**config.mk**
```make
export PLATFORM = sky130hd
export DESIGN_NAME = drfa_ctrl
export DESIGN_NICKNAME = d
export VERILOG_FILES = /design/src/logic/drfa_ctrl.v
export VERILOG_INCLUDE_DIRS = /design/src /design/src/logic
export SDC_FILE = /design/constraint.sdc
export NUM_CORES = 1
export LEC_CHECK = 0
export ABC_CLOCK_PERIOD_IN_PS = 2200
export BUFFER_PORTS_ARGS = -buffer_cell sky130_fd_sc_hd__buf_2
export CORE_UTILIZATION = 52
export DETAILED_ROUTE_END_ITERATION = 10
export PLACE_DENSITY = 0.78
export SYNTH_ARGS = -nofsm -noshare
export SYNTH_HDL_FRONTEND = slang
export SYNTH_SLANG_ARGS = --single-unit
```
**constraint.sdc**
```tcl
create_clock -name clk_i -period 2.2 [get_ports clk_i]
set_input_delay 0.11 -clock clk_i [delete_from_list [all_inputs] [get_ports clk_i]]
set_output_delay 0.11 -clock clk_i [all_outputs]
set_load 0.03 [all_outputs]
```
**src/logic/drfa_regs.vh**
```
`ifndef DRFA_REGS_VH
`define DRFA_REGS_VH
// ----------------------------------------
// timing, in ns and derived cycles at 200 MHz
// ----------------------------------------
`define DRFA_CLK_PERIOD_NS   5
`define DRFA_REF_SLOW_NS     15000
`define DRFA_REF_FAST_NS     13000
`define DRFA_REF_SLOW_CYC    (`DRFA_REF_SLOW_NS / `DRFA_CLK_PERIOD_NS)
`define DRFA_REF_FAST_CYC    (`DRFA_REF_FAST_NS / `DRFA_CLK_PERIOD_NS)
// ----------------------------------------
// refresh and access defaults
// ----------------------------------------
`define DRFA_RAS_LOW_CYC     4
`define DRFA_PRECHG_CYC      2
`define DRFA_WAIT_STATES     1
`define DRFA_ROW_BITS        10
`define DRFA_ADDR_BITS       24
`endif

```
**src/logic/drfa_ctrl.v**
```verilog
`include "drfa_regs.vh"
module drfa_ctrl #(
  parameter REF_SLOW_CYC = `DRFA_REF_SLOW_CYC,
  parameter REF_FAST_CYC = `DRFA_REF_FAST_CYC,
  parameter RAS_LOW_CYC  = `DRFA_RAS_LOW_CYC,
  parameter PRECHG_CYC   = `DRFA_PRECHG_CYC,
  parameter ROW_BITS     = `DRFA_ROW_BITS,
  parameter ADDR_BITS    = `DRFA_ADDR_BITS
) (
  input  wire                 clk_i,                      // 200 MHz clock
  input  wire                 rst_n_i,                    // sync reset, low
  input  wire                 access_mode_i,              // 0 latch enable, 1 addr strobe
  input  wire                 ack_polarity_bit_i,         // 1 transfer ack, 0 wait
  input  wire                 addr_latch_en_i,            // address latching enabled
  input  wire                 fast_interval_i,            // 1 selects 13 us interval
  input  wire [3:0]           wait_states_i,              // hold-off delay in edges
  input  wire                 chip_select_n_i,            // chip select, low
  input  wire                 address_strobe_in_i,        // strobe, active as per mode
  input  wire                 access_request_in_n_i,      // access request, low
  input  wire [ADDR_BITS-1:0] addr_i,                     // bank/row/column address
  input  wire                 stall_extend_in_i,          // stretches completion
  input  wire                 ext_refresh_req_in_n_i,     // external refresh, low
  input  wire                 internal_refresh_off_in_n_i,// internal refresh off, low
  input  wire                 refresh_extend_in_i,        // stretches refresh
  output reg                  refresh_active_out_n_o,     // refresh in progress, low
  output reg                  refresh_due_out_n_o,        // refresh due, low
  output reg                  row_strobe_n_o,             // row strobe, low
  output reg                  transfer_ack_out_o,         // hold-off: wait or ack
  output reg  [ADDR_BITS-1:0] addr_latched_o,             // captured address
  output reg  [ROW_BITS-1:0]  refresh_row_o               // refresh row address
);

  // ----------------------------------------
  // states
  // ----------------------------------------
  localparam ST_IDLE   = 3'h0;
  localparam ST_RF_PRE = 3'h1;
  localparam ST_RF_RAS = 3'h2;
  localparam ST_RF_END = 3'h3;
  localparam ST_ACC    = 3'h4;
  localparam ST_PRECHG = 3'h5;

  // ----------------------------------------
  // pin decodes, active high inside
  // ----------------------------------------
  wire ext_req    = ~ext_refresh_req_in_n_i;
  wire int_off    = ~internal_refresh_off_in_n_i;
  wire cs         = ~chip_select_n_i;
  wire access_request_in       = ~access_request_in_n_i;
  wire strobe_act = access_mode_i ? ~address_strobe_in_i : address_strobe_in_i;

  // ----------------------------------------
  // registers
  // ----------------------------------------
  reg [2:0]           state_ff;
  reg [2:0]           nxt_state;
  reg [15:0]          intv_ff;
  reg                 rf_due_ff;
  reg                 ext_req_ff;
  reg                 strobe_ff;
  reg                 pend_ff;
  reg [7:0]           cnt_ff;
  reg [7:0]           nxt_cnt;
  reg [4:0]           ws_ff;
  reg                 done_ff;

  wire ext_rise    = ext_req & ~ext_req_ff;
  // held request keeps refreshing back to back while internal refresh is off
  wire ext_rf_req  = ext_req & int_off;
  wire int_rf_req  = rf_due_ff & ~int_off;
  wire rf_req      = ext_rf_req | int_rf_req;
  wire acc_req     = pend_ff & cs & access_request_in;
  // counter clears on its last count, so one period is exactly the count
  wire intv_last_fast = (intv_ff >= REF_FAST_CYC[15:0] - 16'h0001);
  wire intv_last_slow = (intv_ff >= REF_SLOW_CYC[15:0] - 16'h0001);
  wire intv_end       = fast_interval_i ? intv_last_fast : intv_last_slow;

  // ----------------------------------------
  // strobe edges, meaning set by access mode
  // ----------------------------------------
  // mode 0 latch enable drops; mode 1 address strobe goes low
  wire strobe_rise = ~strobe_ff & strobe_act;
  wire strobe_drop = strobe_ff & ~strobe_act;
  wire strobe_fall = access_mode_i ? strobe_rise : strobe_drop;

  // ----------------------------------------
  // refresh interval counter
  // ----------------------------------------
  always @(posedge clk_i) begin
    if (!rst_n_i) begin
      intv_ff    <= 16'h0000;
      ext_req_ff <= 1'b0;
    end else begin
      ext_req_ff <= ext_req;
      intv_ff    <= intv_end ? 16'h0000 : intv_ff + 16'h0001;
    end
  end

  // ----------------------------------------
  // refresh due flag
  // ----------------------------------------
  always @(posedge clk_i) begin
    if (!rst_n_i)
      rf_due_ff <= 1'b0;
    // a new interval end wins over the clear by a started refresh
    else if (intv_end)
      rf_due_ff <= 1'b1;
    else if (state_ff == ST_RF_PRE && !ext_rf_req)
      rf_due_ff <= 1'b0;
  end

  // ----------------------------------------
  // access pending latch
  // ----------------------------------------
  always @(posedge clk_i) begin
    if (!rst_n_i)
      strobe_ff <= 1'b0;
    else
      strobe_ff <= strobe_act;
  end

  always @(posedge clk_i) begin
    if (!rst_n_i)
      pend_ff <= 1'b0;
    else if (strobe_act && cs)
      pend_ff <= 1'b1;
    else if (state_ff == ST_ACC && !access_request_in)
      pend_ff <= 1'b0;
  end

  // ----------------------------------------
  // address capture
  // ----------------------------------------
  // no chip select needed: the latch follows the strobe edge while latching is enabled
  always @(posedge clk_i) begin
    if (!rst_n_i)
      addr_latched_o <= {ADDR_BITS{1'b0}};
    else if (strobe_fall && addr_latch_en_i)
      addr_latched_o <= addr_i;
  end

  // ----------------------------------------
  // arbiter and strobe sequencer
  // ----------------------------------------
  always @* begin
    nxt_state = state_ff;
    nxt_cnt   = (cnt_ff == 8'h00) ? 8'h00 : cnt_ff - 8'h01;
    case (state_ff)
      ST_IDLE: begin
        // refresh has priority; an access stays pending meanwhile
        if (rf_req) begin
          nxt_state = ST_RF_PRE;
        end else if (acc_req) begin
          nxt_state = ST_ACC;
        end
      end
      ST_RF_PRE: begin
        nxt_state = ST_RF_RAS;
        nxt_cnt   = RAS_LOW_CYC[7:0] - 8'h01;
      end
      ST_RF_RAS: begin
        // extend stretches the low time by whole clocks
        if (cnt_ff == 8'h00 && !refresh_extend_in_i)
          nxt_state = ST_RF_END;
        else if (cnt_ff == 8'h00)
          nxt_cnt = 8'h00;
      end
      ST_RF_END: begin
        nxt_state = ST_PRECHG;
        nxt_cnt   = PRECHG_CYC[7:0] - 8'h01;
      end
      ST_ACC: begin
        if (!access_request_in) begin
          nxt_state = ST_PRECHG;
          nxt_cnt   = PRECHG_CYC[7:0] - 8'h01;
        end
      end
      ST_PRECHG: begin
        // precharge guards the next row strobe of either owner
        if (cnt_ff == 8'h00)
          nxt_state = ST_IDLE;
      end
      default: begin
        nxt_state = ST_IDLE;
      end
    endcase
  end

  always @(posedge clk_i) begin
    if (!rst_n_i) begin
      state_ff <= ST_IDLE;
      cnt_ff   <= 8'h00;
    end else begin
      state_ff <= nxt_state;
      cnt_ff   <= nxt_cnt;
    end
  end

  // ----------------------------------------
  // refresh row counter
  // ----------------------------------------
  // clear only on the edge, so a held request clears once
  wire row_clr  = ext_rise & ~int_off;
  wire row_step = (state_ff == ST_RF_END);

  always @(posedge clk_i) begin
    if (!rst_n_i)
      refresh_row_o <= {ROW_BITS{1'b0}};
    else if (row_clr)
      refresh_row_o <= {ROW_BITS{1'b0}};
    else if (row_step)
      refresh_row_o <= refresh_row_o + {{(ROW_BITS-1){1'b0}}, 1'b1};
  end

  // ----------------------------------------
  // hold-off with wait states
  // ----------------------------------------
  // the count freezes while stalled, it is never reloaded
  wire ws_reached = (ws_ff >= {1'b0, wait_states_i});

  always @(posedge clk_i) begin
    if (!rst_n_i) begin
      ws_ff   <= 5'h00;
      done_ff <= 1'b0;
    end else if (state_ff != ST_ACC) begin
      ws_ff   <= 5'h00;
      done_ff <= 1'b0;
    end else if (stall_extend_in_i) begin
      ws_ff <= ws_ff;
    end else if (!ws_reached) begin
      ws_ff <= ws_ff + 5'h01;
    end else begin
      done_ff <= 1'b1;
    end
  end

  // ----------------------------------------
  // next values of the outputs
  // ----------------------------------------
  // refresh active and row strobe are decoded from the next state so both move with the state
  wire nxt_rf_active = (nxt_state == ST_RF_PRE) ||
                       (nxt_state == ST_RF_RAS) ||
                       (nxt_state == ST_RF_END);
  wire nxt_row_low   = (nxt_state == ST_RF_RAS) ||
                       (nxt_state == ST_ACC);
  wire acc_done      = (state_ff == ST_ACC) && done_ff;
  // a late stall still holds off an ack not yet given
  wire ack_give      = acc_done && (!stall_extend_in_i || !transfer_ack_out_o);
  wire cpu_waiting   = pend_ff && cs && !acc_done;

  // ----------------------------------------
  // refresh active and refresh due outputs
  // ----------------------------------------
  always @(posedge clk_i) begin
    if (!rst_n_i) begin
      refresh_active_out_n_o <= 1'b1;
      refresh_due_out_n_o    <= 1'b1;
    end else begin
      // held from the pre-state until all row strobes are high again
      refresh_active_out_n_o <= ~nxt_rf_active;
      refresh_due_out_n_o    <= ~rf_due_ff;
    end
  end

  // ----------------------------------------
  // row strobe output
  // ----------------------------------------
  always @(posedge clk_i) begin
    if (!rst_n_i)
      row_strobe_n_o <= 1'b1;
    else
      row_strobe_n_o <= ~nxt_row_low;
  end

  // ----------------------------------------
  // hold-off output, polarity fixed by programming
  // ----------------------------------------
  always @(posedge clk_i) begin
    if (!rst_n_i)
      transfer_ack_out_o <= 1'b1;
    else if (ack_polarity_bit_i)
      transfer_ack_out_o <= ~ack_give;
    else
      transfer_ack_out_o <= ~cpu_waiting;
  end

endmodule

```
* Word-level counts from Yosys, hierarchy flattened
Index checks and enable logic that the tools add are counted.
** Word-level totals
- Bits in registers :: 75
- Input port bits :: 41
- Output and inout bits :: 38
- Logic and storage cells :: 103
** Cells by class
- Add/sub/neg operators :: 4
- Order comparisons :: 3
- Equality and inequality tests :: 10
- Mux-type cells :: 19
- Bitwise logic cells :: 25
- Reduce and logical (&&, ||, !) cells :: 27
** Operators by type and width (number)
- $ge 16x12->1 const B :: 2
- $mux 8 :: 4
- $pmux 8 s4 :: 1
- $pmux 3 s6 :: 1
- $add 16x1->16 const B :: 1
- $not 1->1 :: 16
- $mux 3 :: 5
- $eq 3x2->1 const B :: 4
- $add 10x1->10 const B :: 1
- $eq 3x3->1 const B :: 3
- $logic_and 1x1->1 :: 9
- $and 1x1->1 :: 8
- $logic_not 8->1 :: 1
- $mux 1 :: 8
- $sub 8x1->8 const B :: 1
- $eq 3x1->1 const B :: 2
- $reduce_or 2->1 :: 3
- $add 5x1->5 const B :: 1
- $ge 5x4->1 :: 1
- $logic_not 1->1 :: 5
- $logic_or 1x1->1 :: 4
- $reduce_and 2->1 :: 2
- $reduce_bool 2->1 :: 2
- $logic_not 3->1 :: 1
- 2 further kinds :: 2

* Longest topological paths before layout
- Depth after elaboration :: 10
- Depth in mapped cells :: 7
- Mapped depth without buffers :: 7

* Least setup slack after synthesis
OpenSTA, ideal clock, no wires.
- Path type :: register to register
- Start point :: register ws_ff[0]
- End point :: register ws_ff[3]
- Setup time :: 0.072 ns
- Data arrival time :: 1.690 ns
- Data required time :: 2.128 ns
- Setup slack :: 0.438 ns
- Cell stages (with the launch flop) :: 8
- Buffers on the path :: 0
- Period minus slack after synthesis :: 1.762 ns
- Cells stage by stage :: dfxtp_1 -> inv_1 -> ha_1 -> nand2b_1 -> a211oi_2 -> o211ai_2 -> or3_1 -> a21oi_1
** Between the ends
- Word-level cells in the longest chain between the ends :: 3
- Elaborated cells between the ends (all ways) :: 4
- Those cells by class :: 1 x add/sub; 1 x order compare; 1 x bitwise; 1 x reduce/logical
** Ends and longest elaborated chain
- start, declared :: line drfa_ctrl.v:64 : reg [4:0] ws_ff;
- start signal, assigned :: line drfa_ctrl.v:229 : ws_ff <= ws_ff;
- start signal, assigned :: line drfa_ctrl.v:231 : ws_ff <= ws_ff + 5'h01;
- $ge 5x4->1 :: line drfa_ctrl.v:219 : wire ws_reached = (ws_ff >= {1'b0, wait_states_i});
- $not 1->1 (no line)
- $reduce_and 2->1 (no line)
Parallel ways exist; a longest one is shown, timed or not.
A chain may end at the register's enable or synchronous reset.

* Worst setup path after layout
Ends and elaborated chain as after synthesis.

==> results.cfg <==
[floorplan]
dieArea_sq_mm = 0.006315
dieHeight_microns = 79.47
num_rows = 27
coreArea_sq_mm = 0.005642
die_w_microns = 79.47
start_util_pct = 55.31
io_pins = 79

[clock_network]
clk_latency_ns = 0.34
cts-root-to-sink-buffers = 2
clock_sinks = 75
cts-resized-gates = 0
clkTransAtPathRegs_ns = 0.07
cts_buffers = 9
cts-root-buf = clkbuf_8
tritoncts = built
htree_levels = 3

[detailed_routing]
vias = 2593
dr.pass1.iters = 4
met2_length_mm = 3.122
antenna_left = 0
drt-vias-per-instance = 5.055
drtIter0Drc = 155
drc_errors = 0
wl_per_cell_microns = 12.51
routed.top_layer = met4
wl_met3_microns = 366
wl_met1_mm = 2.827
routed_wl_mm = 6.418

[sta]
rsz0062_at_grt = no
max-slew-margin-rel_pct = 49.98
min_period_over_period_pct = 87.50
setup_viol = 0
worst_pin_slew_ns = 0.7458
fmax_mhz = 519.5
fin_skew_ns = 0.009998
min_period_ns = 1.925
hold_violations = 0
slew_viol_final = 0
whs_ns = 0.01136
tns_ns = 0

[logic_synthesis]
ys_seq_area_share_pct = 48.12
synth_top_cell_by_area = dfxtp_1
synth_edf_count = 0
synthCells = 333
ys_types = 43
netlist_area_sq_mm = 0.003120
synthArstFlopShare_pct = 0
synth_seq_cells = 75
yosys-top-cells-area = dfxtp_1, mux2i_1, nor2_1
synth.avg_cell_area_sq_um = 9.371
ys_warn_count = 0
yosysTopAreaCellShare_pct = 48.12
synth-main-ff-cell = dfxtp_1

[placement]
dp_cells = 478
place.gp.congestion = 0.8491
place_hpwl_mm = 4.440
portBuffers = 78

[power]
powerDensity_mw_per_mm2 = 808.6
vdd_ir_drop_max_mv = 0.5326
leakagePower_nw = 1.715

[critical_path]
crit_path_max_fanout = 4
reg2reg_slack_ns = 0.27
crit_path_start_kind = register
worstPathRequired_ns = 2.47
critPathKind = reg -> reg
regToRegEndpoint = ws_ff[3]
reg2reg_depth = 7
r2r_start = ws_ff[0]
cp_data_arrival_time_ns = 2.20
cp-end-kind = register

[min_path]
worstHoldStart = addr_i[23]
hold_depth = 3
hp-class = in -> reg
hold_path_end = addr_latched_o[23]

[global_routing]
antenna_found_initial = 0
grt_overflow = 0
grt_pass1_vias = 2499
grt_start_max_net_pins = 27
track_usage_pct = 21.77
grt_pass1_wl_mm = 10.67

[run_status]
outcome = complete, no violations

[cells_and_area]
layout.nets = 486
stdcell_count = 513
n_fill_cell = 453
drive_gt1_share_pct = 23.58
antennaDiodeCount = 0
syn2layout_area_growth_pct = 26.10

[job]
maxCapViolCount = 0
==> state kept, by name, indices dropped and copies added, names as in the netlist <==
signal	count
transfer_ack_out_o	1
cnt_ff	8
done_ff	1
strobe_ff	1
refresh_row_o	10
rf_due_ff	1
row_strobe_n_o	1
refresh_active_out_n_o	1
ws_ff	5
intv_ff	16
addr_latched_o	24
ext_req_ff	1
pend_ff	1
state_ff	3
refresh_due_out_n_o	1
==> Yosys cell counts (5+ instances only) <==
cell      count
xnor2_1      12
a21oi_1      14
ha_1          9
nand2_1      25
nor2_1       66
and3_1        7
xor2_1       15
inv_1        13
nand3_1       7
o21ai_0      10
mux2i_1      26
nand2b_1      5
dfxtp_1      75
==> metrics by stage <==
| stage | power, W | util [%] | area [sq um] | setup WS [ns] |
|---|---|---|---|---|
| after floorplan | 0.002088 | - | 3132 | 0.4377 |
| after global placement | 0.002232 | 63.34 | 3573 | 0.3890 |
| after detailed placement | 0.002263 | 63.34 | 3573 | 0.2856 |
| after CTS | 0.003210 | 69.75 | 3935 | 0.2883 |
| after global routing | 0.003352 | 69.75 | 3935 | 0.1229 |
| final | 0.003182 | 69.75 | 3935 | 0.2750 |
==> cell type report <==
type	count	area, sq um	area share (%)
multi-input cells	238	1528	38.82
clock inverters	4	26.28	0.6677
repair buffers	99	595.6	15.14
flip-flops and latches	75	1501	38.16
inverters	13	48.80	1.240
clock buffers	12	145.1	3.688
well taps	72	90.09	2.289
==> power breakdown <==
| group | internal [W] | switching [W] |
|---|---|---|
| logic | 0.000307 | 0.000407 |
| registers | 0.00146 | 0.0000892 |
| clock network | 0.000439 | 0.000478 |
==> what timing repair did <==
item	in CTS	in global routing
setup buffers	0	0
hold buffers	19	0
endpoints found under the hold margin	19	0
==> routing by layer <==
layer / GRT usage, % / vias up
met2: 37.61 / 78
met4: 8.364 / 0
li1: - / 1319
met3: 8.343 / 10
met5: 0 / -
met1: 23.91 / 1186
==> logic make-up (layout without fill, tap and decap cells) <==
family	count (synthesis)	after routing	share of synthesized area [%]
DFF	75	75	48.12
adders and majority gates	9	9	3.609
AOI/OAI and AO/OA	37	37	7.899
other	1	4	0.1202
muxes	26	26	8.340
buffers and inverters	23	128	3.448
xor gates and xnor gates	27	27	7.578
and+or+nand+nor	135	135	20.89
==> placed cells by master (no fill, tap or decap), types with 7 or more instances in the layout <==
cell type	Yosys	layout
dlygate4sd3_1	0	19
buf_2	2	78
clkbuf_8	0	10
dfxtp_1	75	75
o21ai_0	10	10
xor2_1	15	15
nand2_1	25	25
inv_1	13	13
nand3_1	7	7
a21oi_1	14	14
mux2i_1	26	26
and3_1	7	7
nor2_1	66	66
xnor2_1	12	12
ha_1	9	9
==> worst max path at each step <==
stage	endpoint	slack, ns	start
2_1_floorplan	ws_ff[3]	0.44	ws_ff[0]
3_3_place_gp	ws_ff[3]	0.39	ws_ff[0]
3_5_place_dp	ws_ff[3]	0.29	ws_ff[0]
4_1_cts	ws_ff[3]	0.29	ws_ff[0]
5_1_grt	ws_ff[3]	0.12	ws_ff[0]
6_report	ws_ff[3]	0.27	ws_ff[0]
==> worst max-delay path, stage by stage (launching register included) <==
cell and delay [ns]:
dfxtp_1 0.36, inv_1 0.08, ha_1 0.26, nand2b_1 0.15, a211oi_2 0.29, o211ai_2 0.18, or3_1 0.39, a21oi_1 0.14
(Power assumes the default switching activity.)
